**src/pio_defines.svh**
```systemverilog
/*
 * register offsets, reset values and option codes for the parallel io port.
 * assumes a 32-bit register bus with one aligned word per register.
 */
`ifndef PIO_DEFINES_SVH
`define PIO_DEFINES_SVH

// printed register indices; byte address is four times the index
`define PIO_IDX_DATA      3'h0
`define PIO_IDX_DIR       3'h1
`define PIO_IDX_IRQ_MASK  3'h2
`define PIO_IDX_EDGE_CAP  3'h3
`define PIO_IDX_OUT_SET   3'h4
`define PIO_IDX_OUT_CLR   3'h5

// reset values of software-visible control state
`define PIO_DIR_RST       32'h0000_0000
`define PIO_MASK_RST      32'h0000_0000
`define PIO_CAP_RST       32'h0000_0000

// value returned for absent or unmapped registers
`define PIO_UNDEF_RD      32'h0000_0000

// axi response codes
`define PIO_RESP_OKAY     2'h0
`define PIO_RESP_SLVERR   2'h2

// direction configuration codes
`define PIO_DIR_IN        2'h0
`define PIO_DIR_OUT       2'h1
`define PIO_DIR_BIDIR     2'h2

// edge type codes
`define PIO_EDGE_RISE     2'h0
`define PIO_EDGE_FALL     2'h1
`define PIO_EDGE_ANY      2'h2

`endif

```
**src/pio_pkg.sv**
```systemverilog
/*
 * types shared by the parallel io port files.
 * assumes pio_defines.svh is on the include path.
 */
package pio_pkg;

   // register word index on the bus
   typedef logic [2:0] pio_idx_t;

   // slave state: idle, or holding an answer
   typedef enum logic [0:0] {
      PIO_ST_IDLE,
      PIO_ST_RESP
   } pio_bus_st_t;

endpackage

```
**src/pio_edge_det.sv**
```systemverilog
/*
 * edge detector for the parallel io port: compares each input sample with
 * the previous cycle's sample. assumes inputs already synchronous to clk_i.
 */
`timescale 1ns/1ps
`default_nettype none

`include "pio_defines.svh"

module pio_edge_det #(
   parameter int         WIDTH     = 32,
   parameter logic [1:0] EDGE_TYPE = `PIO_EDGE_RISE
) (
   // clock and reset
   input  wire logic             clk_i,
   input  wire logic             rstn_i,
   // sampled inputs
   input  wire logic [WIDTH-1:0] in_i,
   // one-cycle edge pulses
   output logic      [WIDTH-1:0] edge_o
);

   logic [WIDTH-1:0] prev_r;   // previous-cycle sample

   ////////////////////////////////////////////////////////////////////////
   // previous sample; zero after reset so a high input counts as a rise
   always_ff @(posedge clk_i or negedge rstn_i) begin
      if (!rstn_i) begin
         prev_r <= '0;
      end else begin
         prev_r <= in_i;
      end
   end

   // pair compare per configured type, fixed at build time
   always_comb begin
      if (EDGE_TYPE == `PIO_EDGE_RISE) begin
         edge_o = in_i & ~prev_r;
      end else if (EDGE_TYPE == `PIO_EDGE_FALL) begin
         edge_o = ~in_i & prev_r;
      end else begin
         edge_o = in_i ^ prev_r;
      end
   end

endmodule

`default_nettype wire

```
**src/pio_port.sv**
```systemverilog
/*
 * parallel io port: 1 to 32 ports with data, direction, interrupt mask,
 * edge capture and set/clear registers behind an axi4-lite slave.
 * assumes port inputs are synchronous to clk_i and the bus master keeps
 * at most one read and one write outstanding.
 */
// The address map and the AXI4-Lite interface to the registers were decided locally.
`timescale 1ns/1ps
`default_nettype none

`include "pio_defines.svh"

// Overview of operation
// - port width fixed between 1 and 32
// - input, output or bidirectional build options
// - direction register tristates bidirectional pins
// - data read returns live input ports
// - data write loads separate output register
// - edge type fixed at build time
// - detected edge sets sticky capture bit
// - capture register only when capture option chosen
// - bit-clear mode: written ones clear bits
// - level interrupts sense high inputs only
// - level mode: high input and enable
// - edge mode: capture bit and enable
// - one interrupt enable bit per port
// - one register slave plus interrupt output
// - output register loads build-time reset value
// - optional set and clear write registers
// - no capture or interrupts when output-only
// - without bit-clear any write clears all
// - bidirectional port drives when direction one
// - direction resets to zero, pins input
// - edge interrupt holds until mask or capture written
module pio_port
   import pio_pkg::*;
#(
   parameter int                WIDTH       = 32,
   parameter logic [1:0]        DIR_MODE    = `PIO_DIR_BIDIR,
   parameter logic [WIDTH-1:0]  OUT_RST     = '0,
   parameter bit                HAS_SETCLR  = 1'b1,
   parameter bit                HAS_CAPTURE = 1'b1,
   parameter logic [1:0]        EDGE_TYPE   = `PIO_EDGE_RISE,
   parameter bit                BIT_CLEAR   = 1'b1,
   parameter bit                HAS_IRQ     = 1'b1,
   parameter bit                IRQ_EDGE    = 1'b1
) (
   // clock and reset
   input  wire logic             clk_i,
   input  wire logic             rstn_i,
   // axi4-lite write address
   input  wire logic [31:0]      s_axi_awaddr_i,
   input  wire logic             s_axi_awvalid_i,
   output logic                  s_axi_awready_o,
   // axi4-lite write data
   input  wire logic [31:0]      s_axi_wdata_i,
   input  wire logic [3:0]       s_axi_wstrb_i,
   input  wire logic             s_axi_wvalid_i,
   output logic                  s_axi_wready_o,
   // axi4-lite write response
   output logic [1:0]            s_axi_bresp_o,
   output logic                  s_axi_bvalid_o,
   input  wire logic             s_axi_bready_i,
   // axi4-lite read address
   input  wire logic [31:0]      s_axi_araddr_i,
   input  wire logic             s_axi_arvalid_i,
   output logic                  s_axi_arready_o,
   // axi4-lite read data
   output logic [31:0]           s_axi_rdata_o,
   output logic [1:0]            s_axi_rresp_o,
   output logic                  s_axi_rvalid_o,
   input  wire logic             s_axi_rready_i,
   // port pins
   input  wire logic [WIDTH-1:0] port_in_i,
   output logic      [WIDTH-1:0] port_out_o,
   output logic      [WIDTH-1:0] port_oe_o,
   // interrupt request
   output logic                  irq_o
);

   ////////////////////////////////////////////////////////////////////////
   // build-time features
   localparam bit HAS_IN   = (DIR_MODE != `PIO_DIR_OUT);
   localparam bit HAS_OUT  = (DIR_MODE != `PIO_DIR_IN);
   localparam bit HAS_DIR  = (DIR_MODE == `PIO_DIR_BIDIR);
   localparam bit CAP_ON   = HAS_CAPTURE && HAS_IN;
   localparam bit IRQ_ON   = HAS_IRQ && HAS_IN;
   localparam bit IRQ_EDGE_ON = IRQ_EDGE && CAP_ON;          // edge irq needs capture

   // static check of the width range
   initial begin
      if (WIDTH < 1 || WIDTH > 32) begin
         $error("port width outside 1 to 32");
      end
   end

   ////////////////////////////////////////////////////////////////////////
   // register state
   logic [WIDTH-1:0] out_r;      // output-drive register
   logic [WIDTH-1:0] dir_r;      // per-port direction, 1 = drive
   logic [WIDTH-1:0] mask_r;     // per-port interrupt enable
   logic [WIDTH-1:0] cap_r;      // sticky edge capture
   logic [WIDTH-1:0] edge_hit;   // edge pulses from detector

   // bus state
   pio_bus_st_t      wr_st_r;    // write answer pending
   pio_bus_st_t      rd_st_r;    // read answer pending
   logic             aw_got_r;   // write address held
   logic             w_got_r;    // write data held
   logic [31:0]      awaddr_r;   // held write address
   logic [31:0]      wdata_r;    // held write data
   logic [3:0]       wstrb_r;    // held byte strobes
   logic [1:0]       bresp_r;    // write response code
   logic [31:0]      rdata_r;    // read data
   logic [1:0]       rresp_r;    // read response code

   // decoded write strobes, one cycle each
   logic             wr_fire;
   pio_idx_t         wr_idx;
   logic [31:0]      wr_val;
   logic             wr_ok;

   ////////////////////////////////////////////////////////////////////////
   // address decode: index of an aligned word within the eight-word window
   function automatic pio_idx_t addr_idx(input logic [31:0] addr);
      addr_idx = addr[4:2];
   endfunction

   // merge a write under byte strobes onto an old value
   function automatic logic [31:0] strb_merge(input logic [31:0] old_v,
                                              input logic [31:0] new_v,
                                              input logic [3:0]  strb);
      logic [31:0] res;
      res = old_v;
      for (int b = 0; b < 4; b++) begin
         if (strb[b]) begin
            res[b*8 +: 8] = new_v[b*8 +: 8];
         end
      end
      strb_merge = res;
   endfunction

   // is this index present in the current build
   function automatic logic idx_present(input pio_idx_t idx);
      if (idx == `PIO_IDX_DATA) begin
         idx_present = 1'b1;
      end else if (idx == `PIO_IDX_DIR) begin
         idx_present = HAS_DIR;
      end else if (idx == `PIO_IDX_IRQ_MASK) begin
         idx_present = IRQ_ON;
      end else if (idx == `PIO_IDX_EDGE_CAP) begin
         idx_present = CAP_ON;
      end else if (idx == `PIO_IDX_OUT_SET || idx == `PIO_IDX_OUT_CLR) begin
         idx_present = HAS_SETCLR && HAS_OUT;
      end else begin
         idx_present = 1'b0;
      end
   endfunction

   ////////////////////////////////////////////////////////////////////////
   // write channel capture; address and data accepted in either order
   always_ff @(posedge clk_i or negedge rstn_i) begin
      if (!rstn_i) begin
         aw_got_r <= 1'b0;
         w_got_r  <= 1'b0;
         awaddr_r <= '0;
         wdata_r  <= '0;
         wstrb_r  <= '0;
      end else begin
         if (s_axi_awvalid_i && s_axi_awready_o) begin
            aw_got_r <= 1'b1;
            awaddr_r <= s_axi_awaddr_i;
         end else if (wr_fire) begin
            aw_got_r <= 1'b0;
         end
         if (s_axi_wvalid_i && s_axi_wready_o) begin
            w_got_r <= 1'b1;
            wdata_r <= s_axi_wdata_i;
            wstrb_r <= s_axi_wstrb_i;
         end else if (wr_fire) begin
            w_got_r <= 1'b0;
         end
      end
   end

   // ready while the channel's item is not yet held and no answer waits
   assign s_axi_awready_o = !aw_got_r && (wr_st_r == PIO_ST_IDLE);
   assign s_axi_wready_o  = !w_got_r && (wr_st_r == PIO_ST_IDLE);

   // both halves held: perform the write this cycle
   assign wr_fire = aw_got_r && w_got_r && (wr_st_r == PIO_ST_IDLE);
   assign wr_idx  = addr_idx(awaddr_r);
   assign wr_ok   = (awaddr_r[31:5] == '0) && idx_present(wr_idx);
   assign wr_val  = strb_merge(32'h0000_0000, wdata_r, wstrb_r);

   // write answer; absent registers ignore the write, answer slverr
   always_ff @(posedge clk_i or negedge rstn_i) begin
      if (!rstn_i) begin
         wr_st_r <= PIO_ST_IDLE;
         bresp_r <= `PIO_RESP_OKAY;
      end else begin
         case (wr_st_r)
            PIO_ST_IDLE: begin
               if (wr_fire) begin
                  wr_st_r <= PIO_ST_RESP;
                  bresp_r <= wr_ok ? `PIO_RESP_OKAY : `PIO_RESP_SLVERR;
               end
            end
            default: begin
               if (s_axi_bready_i) begin
                  wr_st_r <= PIO_ST_IDLE;
               end
            end
         endcase
      end
   end

   assign s_axi_bvalid_o = (wr_st_r == PIO_ST_RESP);
   assign s_axi_bresp_o  = bresp_r;

   ////////////////////////////////////////////////////////////////////////
   // output-drive register: data write, set and clear
   always_ff @(posedge clk_i or negedge rstn_i) begin
      if (!rstn_i) begin
         out_r <= OUT_RST;
      end else if (wr_fire && wr_ok && HAS_OUT) begin
         if (wr_idx == `PIO_IDX_DATA) begin
            // byte strobes keep unwritten lanes of the output register
            out_r <= WIDTH'(strb_merge(32'(out_r), wdata_r, wstrb_r));
         end else if (wr_idx == `PIO_IDX_OUT_SET) begin
            out_r <= out_r | wr_val[WIDTH-1:0];
         end else if (wr_idx == `PIO_IDX_OUT_CLR) begin
            out_r <= out_r & ~wr_val[WIDTH-1:0];
         end
      end
   end

   // direction register, bidirectional builds only
   always_ff @(posedge clk_i or negedge rstn_i) begin
      if (!rstn_i) begin
         dir_r <= WIDTH'(`PIO_DIR_RST);
      end else if (HAS_DIR && wr_fire && wr_ok && wr_idx == `PIO_IDX_DIR) begin
         dir_r <= WIDTH'(strb_merge(32'(dir_r), wdata_r, wstrb_r));
      end
   end

   // interrupt enable register, only with interrupts built
   always_ff @(posedge clk_i or negedge rstn_i) begin
      if (!rstn_i) begin
         mask_r <= WIDTH'(`PIO_MASK_RST);
      end else if (IRQ_ON && wr_fire && wr_ok && wr_idx == `PIO_IDX_IRQ_MASK) begin
         mask_r <= WIDTH'(strb_merge(32'(mask_r), wdata_r, wstrb_r));
      end
   end

   ////////////////////////////////////////////////////////////////////////
   // edge detection on the synchronous input samples
   pio_edge_det #(
      .WIDTH     (WIDTH),
      .EDGE_TYPE (EDGE_TYPE)
   ) u_edge (
      .clk_i  (clk_i),
      .rstn_i (rstn_i),
      .in_i   (port_in_i),
      .edge_o (edge_hit)
   );

   // sticky capture; a new edge wins over a clear in the same cycle
   always_ff @(posedge clk_i or negedge rstn_i) begin
      if (!rstn_i) begin
         cap_r <= WIDTH'(`PIO_CAP_RST);
      end else if (CAP_ON) begin
         if (wr_fire && wr_ok && wr_idx == `PIO_IDX_EDGE_CAP) begin
            if (BIT_CLEAR) begin
               cap_r <= (cap_r & ~wr_val[WIDTH-1:0]) | edge_hit;
            end else begin
               cap_r <= edge_hit;
            end
         end else begin
            cap_r <= cap_r | edge_hit;
         end
      end
   end

   ////////////////////////////////////////////////////////////////////////
   // pins: drive only when the port is an output
   always_comb begin
      port_out_o = HAS_OUT ? out_r : '0;
      if (HAS_DIR) begin
         port_oe_o = dir_r;
      end else if (HAS_OUT) begin
         port_oe_o = '1;
      end else begin
         port_oe_o = '0;
      end
   end

   // interrupt: level from live inputs or edge from capture, masked
   always_comb begin
      if (!IRQ_ON) begin
         irq_o = 1'b0;
      end else if (IRQ_EDGE_ON) begin
         irq_o = |(cap_r & mask_r);
      end else begin
         irq_o = |(port_in_i & mask_r);
      end
   end

   ////////////////////////////////////////////////////////////////////////
   // read path: one register stage, reads see live inputs
   always_ff @(posedge clk_i or negedge rstn_i) begin
      if (!rstn_i) begin
         rd_st_r <= PIO_ST_IDLE;
         rdata_r <= '0;
         rresp_r <= `PIO_RESP_OKAY;
      end else begin
         case (rd_st_r)
            PIO_ST_IDLE: begin
               if (s_axi_arvalid_i) begin
                  rd_st_r <= PIO_ST_RESP;
                  rresp_r <= (s_axi_araddr_i[31:5] == '0 &&
                              idx_present(addr_idx(s_axi_araddr_i)))
                             ? `PIO_RESP_OKAY : `PIO_RESP_SLVERR;
                  rdata_r <= `PIO_UNDEF_RD;
                  if (s_axi_araddr_i[31:5] == '0) begin
                     if (addr_idx(s_axi_araddr_i) == `PIO_IDX_DATA && HAS_IN) begin
                        rdata_r <= 32'(port_in_i);
                     end else if (addr_idx(s_axi_araddr_i) == `PIO_IDX_DIR && HAS_DIR) begin
                        rdata_r <= 32'(dir_r);
                     end else if (addr_idx(s_axi_araddr_i) == `PIO_IDX_IRQ_MASK && IRQ_ON) begin
                        rdata_r <= 32'(mask_r);
                     end else if (addr_idx(s_axi_araddr_i) == `PIO_IDX_EDGE_CAP && CAP_ON) begin
                        rdata_r <= 32'(cap_r);
                     end
                  end
               end
            end
            default: begin
               if (s_axi_rready_i) begin
                  rd_st_r <= PIO_ST_IDLE;
               end
            end
         endcase
      end
   end

   assign s_axi_arready_o = (rd_st_r == PIO_ST_IDLE);
   assign s_axi_rvalid_o  = (rd_st_r == PIO_ST_RESP);
   assign s_axi_rdata_o   = rdata_r;
   assign s_axi_rresp_o   = rresp_r;

   ////////////////////////////////////////////////////////////////////////
   // checks
   a_edge_sticky: assert property (@(posedge clk_i) disable iff (!rstn_i)
      CAP_ON && $past(edge_hit) != '0 |-> (cap_r & $past(edge_hit)) == $past(edge_hit))
      else $error("captured edge lost");
   a_capture_hold: assert property (@(posedge clk_i) disable iff (!rstn_i)
      CAP_ON && !$past(wr_fire) |-> (cap_r & $past(cap_r)) == $past(cap_r))
      else $error("capture bit dropped without write");
   a_clear_all: assert property (@(posedge clk_i) disable iff (!rstn_i)
      CAP_ON && !BIT_CLEAR && wr_fire && wr_ok && wr_idx == `PIO_IDX_EDGE_CAP
      |=> cap_r == $past(edge_hit))
      else $error("capture not cleared by write");
   a_bit_clear: assert property (@(posedge clk_i) disable iff (!rstn_i)
      CAP_ON && BIT_CLEAR && wr_fire && wr_ok && wr_idx == `PIO_IDX_EDGE_CAP
      |=> cap_r == (($past(cap_r) & ~$past(wr_val[WIDTH-1:0])) | $past(edge_hit)))
      else $error("bit clear wrong");
   a_set_or: assert property (@(posedge clk_i) disable iff (!rstn_i)
      HAS_SETCLR && HAS_OUT && wr_fire && wr_ok && wr_idx == `PIO_IDX_OUT_SET
      |=> out_r == ($past(out_r) | $past(wr_val[WIDTH-1:0])))
      else $error("set register wrong");
   a_clr_and: assert property (@(posedge clk_i) disable iff (!rstn_i)
      HAS_SETCLR && HAS_OUT && wr_fire && wr_ok && wr_idx == `PIO_IDX_OUT_CLR
      |=> out_r == ($past(out_r) & ~$past(wr_val[WIDTH-1:0])))
      else $error("clear register wrong");
   a_oe_dir: assert property (@(posedge clk_i) disable iff (!rstn_i)
      HAS_DIR |-> port_oe_o == dir_r)
      else $error("output enable differs from direction");
   a_irq_cause: assert property (@(posedge clk_i) disable iff (!rstn_i)
      irq_o |-> IRQ_ON && ((IRQ_EDGE_ON && (cap_r & mask_r) != '0)
                        || (!IRQ_EDGE_ON && (port_in_i & mask_r) != '0)))
      else $error("interrupt without cause");
   a_read_data: assert property (@(posedge clk_i) disable iff (!rstn_i)
      HAS_IN && rd_st_r == PIO_ST_IDLE && s_axi_arvalid_i && s_axi_araddr_i == 32'h0000_0000
      |=> s_axi_rvalid_o && s_axi_rdata_o == 32'($past(port_in_i)))
      else $error("data read not live input");

   c_edge_irq: cover property (@(posedge clk_i) disable iff (!rstn_i) $rose(irq_o));
   c_write: cover property (@(posedge clk_i) disable iff (!rstn_i) s_axi_bvalid_o && s_axi_bready_i);
   c_read: cover property (@(posedge clk_i) disable iff (!rstn_i) s_axi_rvalid_o && s_axi_rready_i);
   c_cap_clear: cover property (@(posedge clk_i) disable iff (!rstn_i) $fell(|cap_r));

endmodule

`default_nettype wire

```
**config.mk**
```make
export PLATFORM = sky130hd
export DESIGN_NAME = pio_port
export DESIGN_NICKNAME = d
export VERILOG_FILES = /design/src/pio_pkg.sv /design/src/pio_edge_det.sv /design/src/pio_port.sv
export VERILOG_INCLUDE_DIRS = /design/src
export SDC_FILE = /design/constraint.sdc
export NUM_CORES = 1
export LEC_CHECK = 0
export ABC_AREA = 1
export BUFFER_PORTS_ARGS = -buffer_cell sky130_fd_sc_hd__buf_2
export CAP_MARGIN = 20
export CORE_MARGIN = 5
export CORE_UTILIZATION = 30
export CTS_BUF_LIST = sky130_fd_sc_hd__clkbuf_16
export DETAILED_ROUTE_END_ITERATION = 16
export PLACE_DENSITY_LB_ADDON = 0.15
export SLEW_MARGIN = 20
export SYNTH_ARGS = -nofsm -noshare
export SYNTH_HDL_FRONTEND = slang
export SYNTH_SLANG_ARGS = --single-unit
```
**constraint.sdc**
```tcl
create_clock -name clk_i -period 2.3 [get_ports clk_i]
set_input_delay 0.23 -clock clk_i [delete_from_list [all_inputs] [get_ports clk_i]]
set_output_delay 0.23 -clock clk_i [all_outputs]
set_load 0.03 [all_outputs]
```
==> summary.md, run 1 <==
| Metric | Value |
|---|---|
| HP Class | input pin to flip-flop |
| Drt via density | roughly 4.8 |
| Synth Area in Adders | 0% |
| Post-DP HPWL | 30300 µm |
| CP cell instances | nand2_1 > nand2_1 > a221oi_2 > nand3_1 > nor2_1 > nand2_1 > buf_2 |
| Die Wd | 215 µm |
| PD cells | ~890 mW/mm² |
| Fmax | approximately 470 MHz |
| Comb power frac | around 23% |
| Slew Viols, Final | 0 |
| CTS clock-pin slew for the worst setup and hold paths | approximately 60 ps |
| Crit path depth | 7 |
| Required @ worst endpoint | ~2100 ps |
| H-tree levels | 2 |
| RSZ-0062 raised after global routing | false |
| Core footprint | between 0.04 and 0.05 mm² |
| Initial antenna violation count | 2 |
| Max-Cap Viols | 0 |
| Share of cells above drive strength 1 | roughly a fifth |
| NumNets Final | 1920 |
| Worst-case reg-to-reg path depth | 9 |
| Yosys warnings | 0 |
| Status | completed |
| First-pass GRT wire length | roughly 68000 µm |
| CTS tree | yes |
| Min cycle time layout | around 2100 ps |
| Flop pwr share | around two fifths |
| Global-route met2 utilization | about a quarter |
| Global route hottest layer | met1 |
| Area share of the largest cell type after synthesis | 52.6% |
| Initial Utilization | a little under a third |
| Post-synthesis simple-gate area fraction | 23.0% |
| Setup Skew | 25.8 ps |
| Final Hold Viols | 0 |
| Clock power frac | 36.3% |
| I/O Buffers | 238 |
| Post-CTS Setup Bufs | 0 |
| Row cnt | between 70 and 80 |
| VDD IR-drop max | 0.912 mV |
| Main combinational cell family by area after synthesis | simple AND/OR/NAND/NOR gates |
| Setup TNS | 0 ps |
| Post-Syn Instances | between 1000 and 1500 |
| Grt total ovfl | 0 |
| Met1 usage | 27.2% |
| Top Ports | around 250 |
| Vias post-DR | approximately 11000 |
| Vias in the first global route | 11300 |
| Crit Path Category | flip-flop to output pin |
| Largest delay share family, worst path | simple AND/OR/NAND/NOR gates |
| Leak | between 8 and 9 nW |
| Max stage delay on crit path | 410 ps |
| Slowest stage cell, crit path | dfrtp_1 |
| Worst Tran Pin Value | a little over 800 ps |
| Post-synthesis compound-gate area fraction | around 13% |
| Crit path max fanout | 3 |
| Min-Delay Path Depth | 3 |
| Power Total | approximately 15 mW |
| Routed Antenna Nets | 0 |
| Finished Layout Cells | between 2000 and 2500 |
| Sequential area share after synthesis | between 50% and 60% |
| Height of the chip | approximately 210 µm |
| Worst skew pair latency | about 540 ps |
| Post-synthesis mux area share | between 2 and 3% |
| Mapped Area | roughly 0.013 mm² |
| Num CTS Buffers | 34 |
| Switching Power | about 5 mW |
| Area leader, netlist | dfrtp_1 |
| Die area | between 0.04 and 0.05 mm² |
| Total Wirelength | ~43000 µm |
| Maximum buffer depth of the clock tree | 3 |
| CP Launch Type | flip-flop |
| Period utilization | 93.1% |
| Root buf cell | clkbuf_16 |
| Clk sinks | around 260 |
| Inst Count DP | about 2200 |
| Final setup viols | 0 |
| CP Capture Type | output pin |
| Syn-to-layout area delta | 30.9% |
| GPL Wtd Cong | about 0.8 |
| Slew headroom | roughly 45% |
| Avg Inst Size Synth | 8.59 µm² |
| Most area-consuming cells after synthesis | dfrtp_1, nand2_1, nand4_1 |
| Largest net degree at the start of global routing | between 70 and 80 |
| Post-synth cell types | 30 |
| P_int | approximately 9.6 mW |
| Most used cell, CP | nand2_1 |
| Met3 Resource Use GR | 5.00% |
| DRC | 0 |
| Critical Path AT | around 1900 ps |
| Initial DRC Count | 654 |
| Detailed Routing Iterations Pass 1 | 5 |
| Drt wl/cell | about 18 µm |
| Worst path bufs/invs | 1 |
| GRT Total Usage | between 10% and 20% |
| Switching power share of the total | 34.3% |
| Xor-xnor portion of the synthesized cell area | 0% |
| Yosys reg bits | 264 |
[cells in the final DEF (no fill, tap or decap), types with 7 or more instances in the layout]
cell type        n
inv_1          175
clkbuf_16       35
buf_4           30
o21ai_0        112
buf_2          237
mux2_2          31
o211ai_1        64
nand3_1          7
nand4_1        131
dlygate4sd3_1  101
clkinv_1        11
nor2_1         108
nand2_1        354
nand4_4          8
a21oi_1         43
dfrtp_1        264
o21ai_1         48
[synthesized netlist by cell type]
cell type / instances
inv_1: 168
a21oi_1: 43
or2_1: 1
buf_6: 11
a22o_1: 6
clkinv_1: 2
inv_2: 2
buf_4: 2
o21ai_0: 112
nand2_2: 2
nand4_1: 131
mux2_2: 31
nor2_2: 3
buf_2: 10
buf_8: 4
nand2_1: 355
nor3_1: 3
clkbuf_1: 57
nor2_1: 111
a221oi_1: 3
nor2_8: 2
o211ai_1: 64
conb_1: 1
buf_1: 8
dfrtp_1: 264
nand3b_1: 1
nand3_2: 1
nand3_1: 7
nand4_4: 8
o21ai_1: 48
[logic make-up after synthesis]
| group | Yosys count |
|---|---|
| flops | 264 |
| buf+inv | 264 |
| compound gates | 276 |
| mux | 31 |
| simple gates | 625 |
| other cells | 1 |
[final cells by class]
type	instances	area, µm²
flip-flops and latches	264	6610
clock inverters	25	228
multi-input cells	934	4840
fillers	4308	25200
diodes	1	2.50
clock buffers	35	876
inverters	172	646
repair buffers	375	2560
well taps	539	674
[through the flow]
stage | hold WS [ps] | area [µm²] | utilization, % | worst slack (ps)
global placement | 132 | 14300 | 34.3 | 369
global route | 48.0 | 16400 | 39.4 | 31.4
floorplan | -65.6 | 12600 | - | 339
CTS | 12.6 | 16400 | 39.4 | 72.3
detailed placement | 135 | 14300 | 34.3 | 341
finish | 46.9 | 16400 | 39.4 | 158
[layer usage]
metal,routed length (µm),part of all wire [%]
met2,17600,41
met4,1120,2.6
met5,20,0.047
met3,2990,7.0
met1,21000,49
[power groups by stage]
| stage | registers [mW] | logic, mW | clock network (mW) |
|---|---|---|---|
| 2_1_floorplan | 5.67 | 2.35 | 0 |
| 3_3_place_gp | 5.98 | 3.22 | 0 |
| 3_5_place_dp | 6.00 | 3.26 | 0 |
| 4_1_cts | 5.92 | 3.42 | 5.48 |
| 5_1_grt | 6.02 | 3.80 | 5.67 |
| 6_report | 5.93 | 3.39 | 5.30 |
[worst reg2reg max path, stage by stage, from the launching register on]
cell,delay (ps)
dfrtp_1,420
inv_2,80
nand3_2,100
nor2_1,150
nand2_2,110
nor2_8,280
buf_12,220
nand4_4,230
nand2_1,160
o21ai_0,90
[path summary, 6_finish.rpt]
kind                                         from  slack, ps                to
worst max-delay path                   mask_r[10]        160             irq_o
min in group asynchronous                  rstn_i        170       awaddr_r[9]
worst max register to register     s_axi_bvalid_o        340     port_oe_o[25]
worst min register to register  u_edge.prev_r[10]        410         cap_r[10]
max in group asynchronous                  rstn_i       1320        wstrb_r[1]
worst min-delay path            s_axi_araddr_i[4]         50  s_axi_rresp_o[1]
[timing repair]
action | 4_1_cts | 5_1_grt
resized for setup | 1 | 1
hold buffers | 101 | 0
hold endpoints to repair | 325 | 0
setup endpoints to repair | 1 | 1
No activity file was read; power rests on OpenSTA's default activity.
==> inputs of run 2 (changes only) <==
Settings changed: CORE_UTILIZATION 30 to 50, CTS_BUF_LIST sky130_fd_sc_hd__clkbuf_16 to sky130_fd_sc_hd__clkbuf_4 sky130_fd_sc_hd__clkbuf_8 sky130_fd_sc_hd__clkbuf_16, GPL_ROUTABILITY_DRIVEN from default to 0.
==> run 2 against run 1 <==
  * Sequential share of layout area is 0.98 points higher
  * Power is 4.5% lower
  * Sequential power is 1% lower
  * First-iteration DRC count is 46% higher
  * Via count is 2.9% higher
  * Maximum frequency is 0.43% higher
  * Global-route usage is 7.8 points higher
  * Die area is 38% lower
  * Largest cell class unchanged
  * Highest routed layer is now met4
==> summary.md, run 2 (synthesis results as in run 1) <==
| Metric | Value |
|---|---|
| CP Capture Type | output pin (unchanged) |
| Hold Path Origin | s_axi_araddr_i[4] (unchanged) |
| Row cnt | 58 (was 75) |
| WHS | 29.8 ps (was 46.9 ps) |
| Clk sinks | 264 (unchanged) |
| DRC | 0 (unchanged) |
| Final setup viols | 0 (unchanged) |
| Fmax | 469 MHz (was 467 MHz) |
| Flop pwr share | 41.8% (was 40.5%) |
| Worst setup margin | 167 ps (was 158 ps) |
| Worst-case reg-to-reg path depth | 9 (unchanged) |
| Drt via density | 5.40 (was 4.77) |
| Detailed Routing Iterations Pass 1 | 7 (was 5) |
| Most frequent cells in the layout | nand2_1, dfrtp_1, buf_2 (unchanged) |
| Post-route cell area | 0.0160 mm² (was 0.0164 mm²) |
| WHS Endpoint | s_axi_rresp_o[1] (unchanged) |
| Crit path max fanout | 3 (unchanged) |
| Initial DRC Count | 955 (was 654) |
| Maximum buffer depth of the clock tree | 3 (unchanged) |
| PostCTS Resize Cnt | 0 (was 1) |
| Period utilization | 92.7% (was 93.1%) |
| Final Hold Viols | 0 (unchanged) |
| Status | completed (unchanged) |
| Routed Antenna Nets | 0 (unchanged) |
| Initial Utilization | 50.3% (was 30.1%) |
| Switching power share of the total | 34.0% (was 34.3%) |
| Total Wirelength | 37500 µm (was 42700 µm) |
| Setup TNS | 0 ps (unchanged) |
| Crit Path Category | flip-flop to output pin (unchanged) |
| P_int | 9.21 mW (was 9.61 mW) |
| GRT Total Usage | 26.1% (was 18.3%) |
| Root buf cell | clkbuf_16 (unchanged) |
| DP Worst Slack | 335 ps (was 341 ps) |
| Most common cell after layout, fill and taps aside | nand2_1 (unchanged) |
| Worst skew pair latency | 540 ps (about the same) |
| Drt wl/cell | 17.6 µm (was 18.2 µm) |
| Grt total ovfl | 0 (unchanged) |
| Power Total | 14.0 mW (was 14.6 mW) |
| Die area | 0.0284 mm² (was 0.0460 mm²) |
| Worst Tran Pin Value | 825 ps (was 829 ps) |
| Slew headroom | 45.0% (was 44.8%) |
| Comb power frac | 24.9% (was 23.2%) |
| Initial antenna violation count | 1 (was 2) |
| Worst R2R Setup Slack | 310 ps (was 340 ps) |
| RSZ-0062 raised after global routing | false (unchanged) |
| Switching Power | 4.76 mW (was 5.01 mW) |
| Num CTS Buffers | 28 (was 34) |
| Top Ports | 245 (unchanged) |
| Inst Count DP | 1977 (was 2183) |
| CTS tree | yes (unchanged) |
| First-pass GRT wire length | 60100 µm (was 67700 µm) |
| Clock power frac | 33.3% (was 36.3%) |
| Share of cells above drive strength 1 | 21.3% (was 20.7%) |
| Height of the chip | 168 µm (was 215 µm) |
| Syn-to-layout area delta | 27.8% (was 30.9%) |
| Core footprint | 0.0250 mm² (was 0.0417 mm²) |
| Critical Path AT | 1900 ps (was 1910 ps) |
| Required @ worst endpoint | 2070 ps (about the same) |
| Finished Layout Cells | 2132 (was 2345) |
| Max-Cap Viols | 0 (unchanged) |
| Finished Core Util | 64.3% (was 39.4%) |
| VDD IR-drop max | 0.761 mV (was 0.912 mV) |
| Cell Area, Placed | 0.0141 mm² (was 0.0143 mm²) |
| Min-Delay Path Depth | 3 (unchanged) |
| HP Class | input pin to flip-flop (unchanged) |
| Post-DP HPWL | 25700 µm (was 30300 µm) |
| Slew Viols, Final | 0 (unchanged) |
| NumNets Final | 1917 (was 1920) |
| FF-to-FF Start | s_axi_bvalid_o (unchanged) |
| PD cells | 871 mW/mm² (was 890 mW/mm²) |
| Die Wd | 168 µm (was 215 µm) |
| H-tree levels | 1 (was 2) |
| R2R Path End | mask_r[28] (was port_oe_o[25]) |
| Largest net degree at the start of global routing | 82 (was 71) |
| I/O Buffers | 238 (unchanged) |
| CP Launch Type | flip-flop (unchanged) |
| Vias post-DR | 11500 (was 11200) |
| Fill cells | 2124 (was 4308) |
| Vias in the first global route | 11000 (was 11300) |
| Leak | 8.50 nW (was 8.58 nW) |
| Setup Skew | 11.3 ps (was 25.8 ps) |
| Min cycle time layout | 2130 ps (was 2140 ps) |
| CTS clock-pin slew for the worst setup and hold paths | 60 ps (about the same) |
[run 2: changes by cell type in the layout (fill, tap and decap cells not counted), moves of 5 or more]
cell	before	now
inv_1	175	168
clkinvlp_4	0	5
clkinv_2	3	9
clkbuf_16	35	29
clkinv_1	11	2
[run 2: repair_timing]
item,in CTS,in global routing
endpoints found under the hold margin,205,0
hold buffers,101,0
setup buffers,0,0
[run 2: cell type report]
class / instances / area (µm²) / area share [%]
sequential: 264 / 6610 / 41.2
clock inverter: 17 / 173 / 1.08
timing repair buffer: 378 / 2580 / 16.1
inverter: 172 / 646 / 4.02
antenna: 2 / 5.00 / 0.0312
multi-input combinational: 934 / 4830 / 30.1
clock buffer: 35 / 790 / 4.92
tap: 330 / 413 / 2.57
[run 2: critical path, stage by stage (launching register included)]
cell and delay (ps):
dfrtp_1 390, nand2_1 80, nand2_1 50, a221oi_1 250, nand3_1 160, nor2_1 170
nand2_1 90, buf_2 180
[run 2: how the worst max path moves through the flow]
stage,startpoint,to,slack (ps)
after floorplan,s_axi_bvalid_o,awaddr_r[10],340
after global placement,s_axi_bvalid_o,flip-flop,360
after CTS,cap_r[11],irq_o,140
after detailed placement,s_axi_bvalid_o,mask_r[28],340
final,cap_r[11],irq_o,170
after global routing,cap_r[7],irq_o,50
[run 2: routing by layer]
metal | up-vias | track usage (%) | part of all wire, %
met5 | - | 0 | 0
met1 | 5426 | 37.9 | 44
met2 | 511 | 39.6 | 44
met4 | 0 | 6.63 | 2.3
li1 | 5513 | - | -
met3 | 63 | 6.89 | 9.9
[run 2: power groups by stage]
| stage | Clock, mW | Sequential, mW | Combinational (mW) |
|---|---|---|---|
| finish | 4.65 | 5.85 | 3.47 |
| global route | 4.95 | 5.93 | 3.86 |
| CTS | 4.73 | 5.83 | 3.43 |
| detailed placement | 0 | 5.91 | 3.27 |
| global placement | 0 | 5.89 | 3.23 |
| floorplan | 0 | 5.67 | 2.35 |
==> inputs of run 3 (changes only) <==
Settings changed: CAP_MARGIN 20 to 10.
Clock period 2.3 ns to 2.1 ns, I/O delays scaled along.
==> run 3 against run 2 <==
  * Flip-flop and latch count did not move
  * Clock-buffer cell count grew 8
  * Clock skew hardly changed
  * Routed wire length grew 2.3%
  * Critical endpoint unchanged
  * Largest power group unchanged
  * Highest routed layer unchanged
==> summary.md, run 3 (synthesis results as in run 1) <==
| Metric | Value |
|---|---|
| Status | completed (unchanged) |
| DRC | 0 (unchanged) |
| Crit path max fanout | 3 (unchanged) |
| Finished Core Util | 64.7% (was 64.3%) |
| HP Class | input pin to flip-flop (unchanged) |
| Syn-to-layout area delta | 28.5% (was 27.8%) |
| Final setup viols | 0 (unchanged) |
| Worst Tran Pin Value | 646 ps (was 825 ps) |
| FF-to-FF Start | s_axi_bvalid_o (unchanged) |
| Post-DP HPWL | 25600 µm (was 25700 µm) |
| VDD IR-drop max | 0.773 mV (was 0.761 mV) |
| Post-route cell area | 0.0161 mm² (was 0.0160 mm²) |
| Num CTS Buffers | 29 (was 28) |
| Setup TNS | 0 ps (unchanged) |
| Worst-case reg-to-reg path depth | 9 (unchanged) |
| DP Worst Slack | 199 ps (was 335 ps) |
| Critical Path Start | mask_r[10] (was cap_r[11]) |
| CTS clock-pin slew for the worst setup and hold paths | 60 ps (about the same) |
| Top Ports | 245 (unchanged) |
| Detailed Routing Iterations Pass 1 | 5 (was 7) |
| Critical Path AT | 1890 ps (was 1900 ps) |
| Die area | 0.0284 mm² (unchanged) |
| PD cells | 961 mW/mm² (was 871 mW/mm²) |
| Leak | 8.54 nW (was 8.50 nW) |
| Multi-input logic area | 0.00484 mm² (was 0.00483 mm²) |
| Period utilization | approximately 100% |
| Min-Delay Path Depth | 3 (unchanged) |
| WHS Endpoint | s_axi_rresp_o[1] (unchanged) |
| Most frequent cells in the layout | nand2_1, dfrtp_1, buf_2 (unchanged) |
| Min cycle time layout | roughly 2100 ps |
| Fill cells | 2128 (was 2124) |
| R2R Path End | mask_r[31] (was mask_r[28]) |
| Sequential cell area | 0.00661 mm² (unchanged) |
| Root buf cell | clkbuf_16 (unchanged) |
| Vias in the first global route | 11100 (was 11000) |
| RSZ-0062 raised after global routing | true (was false) |
| Hold Path Origin | s_axi_araddr_i[4] (unchanged) |
| Share of cells above drive strength 1 | 21.6% (was 21.3%) |
| H-tree levels | 1 (unchanged) |
| Slew headroom | 56.9% (was 45.0%) |
| Total Wirelength | 38400 µm (was 37500 µm) |
| Max-Cap Viols | 0 (unchanged) |
| Cell Area, Placed | 0.0141 mm² (about the same) |
| Fmax | around 480 MHz |
| Worst setup margin | 3.06 ps (was 167 ps) |
| CP Launch Type | flip-flop (unchanged) |
| Maximum buffer depth of the clock tree | 3 (unchanged) |
| Die Wd | 168 µm (unchanged) |
| Finished Layout Cells | 2133 (was 2132) |
| Initial Utilization | 50.3% (unchanged) |
| Initial DRC Count | 1059 (was 955) |
| I/O Buffers | 238 (unchanged) |
| Comb power frac | 25.3% (was 24.9%) |
| GRT Total Usage | 26.9% (was 26.1%) |
| Drt wl/cell | 18.0 µm (was 17.6 µm) |
| Grt total ovfl | 0 (unchanged) |
| Slew Viols, Final | 0 (unchanged) |
| ANT cells | 0 (was 2) |
| Largest net degree at the start of global routing | 73 (was 82) |
| Crit Path Category | flip-flop to output pin (unchanged) |
| Initial antenna violation count | 0 (was 1) |
| Height of the chip | 168 µm (unchanged) |
| Flop pwr share | 41.1% (was 41.8%) |
| Clk sinks | 264 (unchanged) |
| Core footprint | 0.0250 mm² (unchanged) |
| Most common cell after layout, fill and taps aside | nand2_1 (unchanged) |
| Row cnt | 58 (unchanged) |
| Worst R2R Setup Slack | 220 ps (was 310 ps) |
| Required @ worst endpoint | 1890 ps (was 2070 ps) |
| NumNets Final | 1920 (was 1917) |
| First-pass GRT wire length | 61800 µm (was 60100 µm) |
| Setup Skew | 11.2 ps (was 11.3 ps) |
| Vias post-DR | 11500 (about the same) |
| CTS tree | yes (unchanged) |
| Worst skew pair latency | 540 ps (about the same) |
| Inst Count DP | 1977 (unchanged) |
| Drt via density | 5.39 (was 5.40) |
| Switching power share of the total | 34.0% (about the same) |
| Switching Power | 5.27 mW (was 4.76 mW) |
| CP Capture Type | output pin (unchanged) |
| P_int | 10.2 mW (was 9.21 mW) |
| Routed Antenna Nets | 0 (unchanged) |
| Final Hold Viols | 0 (unchanged) |
| Clock power frac | 33.6% (was 33.3%) |
run 3: changes by cell type in the layout (fill, tap and decap cells not counted), sizes merged:
cell / delta
buf: +2
clkinv: -4
diode: -2
bufinv: -1
clkbuf: +8
clkinvlp: -2
run 3: final cells by class:
cell class | count | area share (%)
Multi-Input combinational cell | 934 | 30.0
Tap cell | 330 | 2.56
Sequential cell | 264 | 40.9
Clock buffer | 43 | 5.50
Inverter | 172 | 4.00
Timing Repair Buffer | 380 | 16.3
Clock inverter | 10 | 0.667
run 3: timing repair:
item	in CTS	in global routing
endpoints found under the hold margin	191	0
resized for setup	3	2
hold buffers	101	0
setup endpoints to repair	1	1
setup buffers	0	2
pin swaps	2	5
run 3: how the worst max path moves through the flow:
stage                         endpoint  slack (ps)  cells past startpoint
after CTS                        irq_o          20                      6
final                            irq_o           3                      7
after global placement      mask_r[27]         260                      7
after floorplan           awaddr_r[10]         140                      4
after global routing             irq_o         -80                      7
after detailed placement    mask_r[26]         200                      7
run 3: power by group through the flow:
stage	logic, mW	registers, mW	clock network [mW]
2_1_floorplan	2.58	6.21	0
3_3_place_gp	3.62	6.41	0
3_5_place_dp	3.67	6.44	0
4_1_cts	3.86	6.35	5.29
5_1_grt	4.35	6.47	5.50
6_report	3.92	6.38	5.22
run 3: critical path, stage by stage (launching register included):
cell,delay (ps)
dfrtp_1,410
nand2_1,100
nand2_2,60
a221oi_2,220
nand3_1,160
nor2_1,150
nand2_1,110
buf_6,160
run 3: metrics by stage:
stage | hold WS (ps) | power [mW]
2_1_floorplan | -85.6 | 8.78
6_report | 22.5 | 15.5
3_5_place_dp | 157 | 10.1
3_3_place_gp | 159 | 10.0
5_1_grt | 42.2 | 16.3
4_1_cts | 7.94 | 15.5
run 3: routing by layer:
layer	GRT usage, %	up-vias	wire length (µm)
met5	0	-	0
met4	6.25	0	788
met3	5.70	57	3410
met2	40.8	479	17000
met1	40.1	5446	17200
li1	-	5517	-
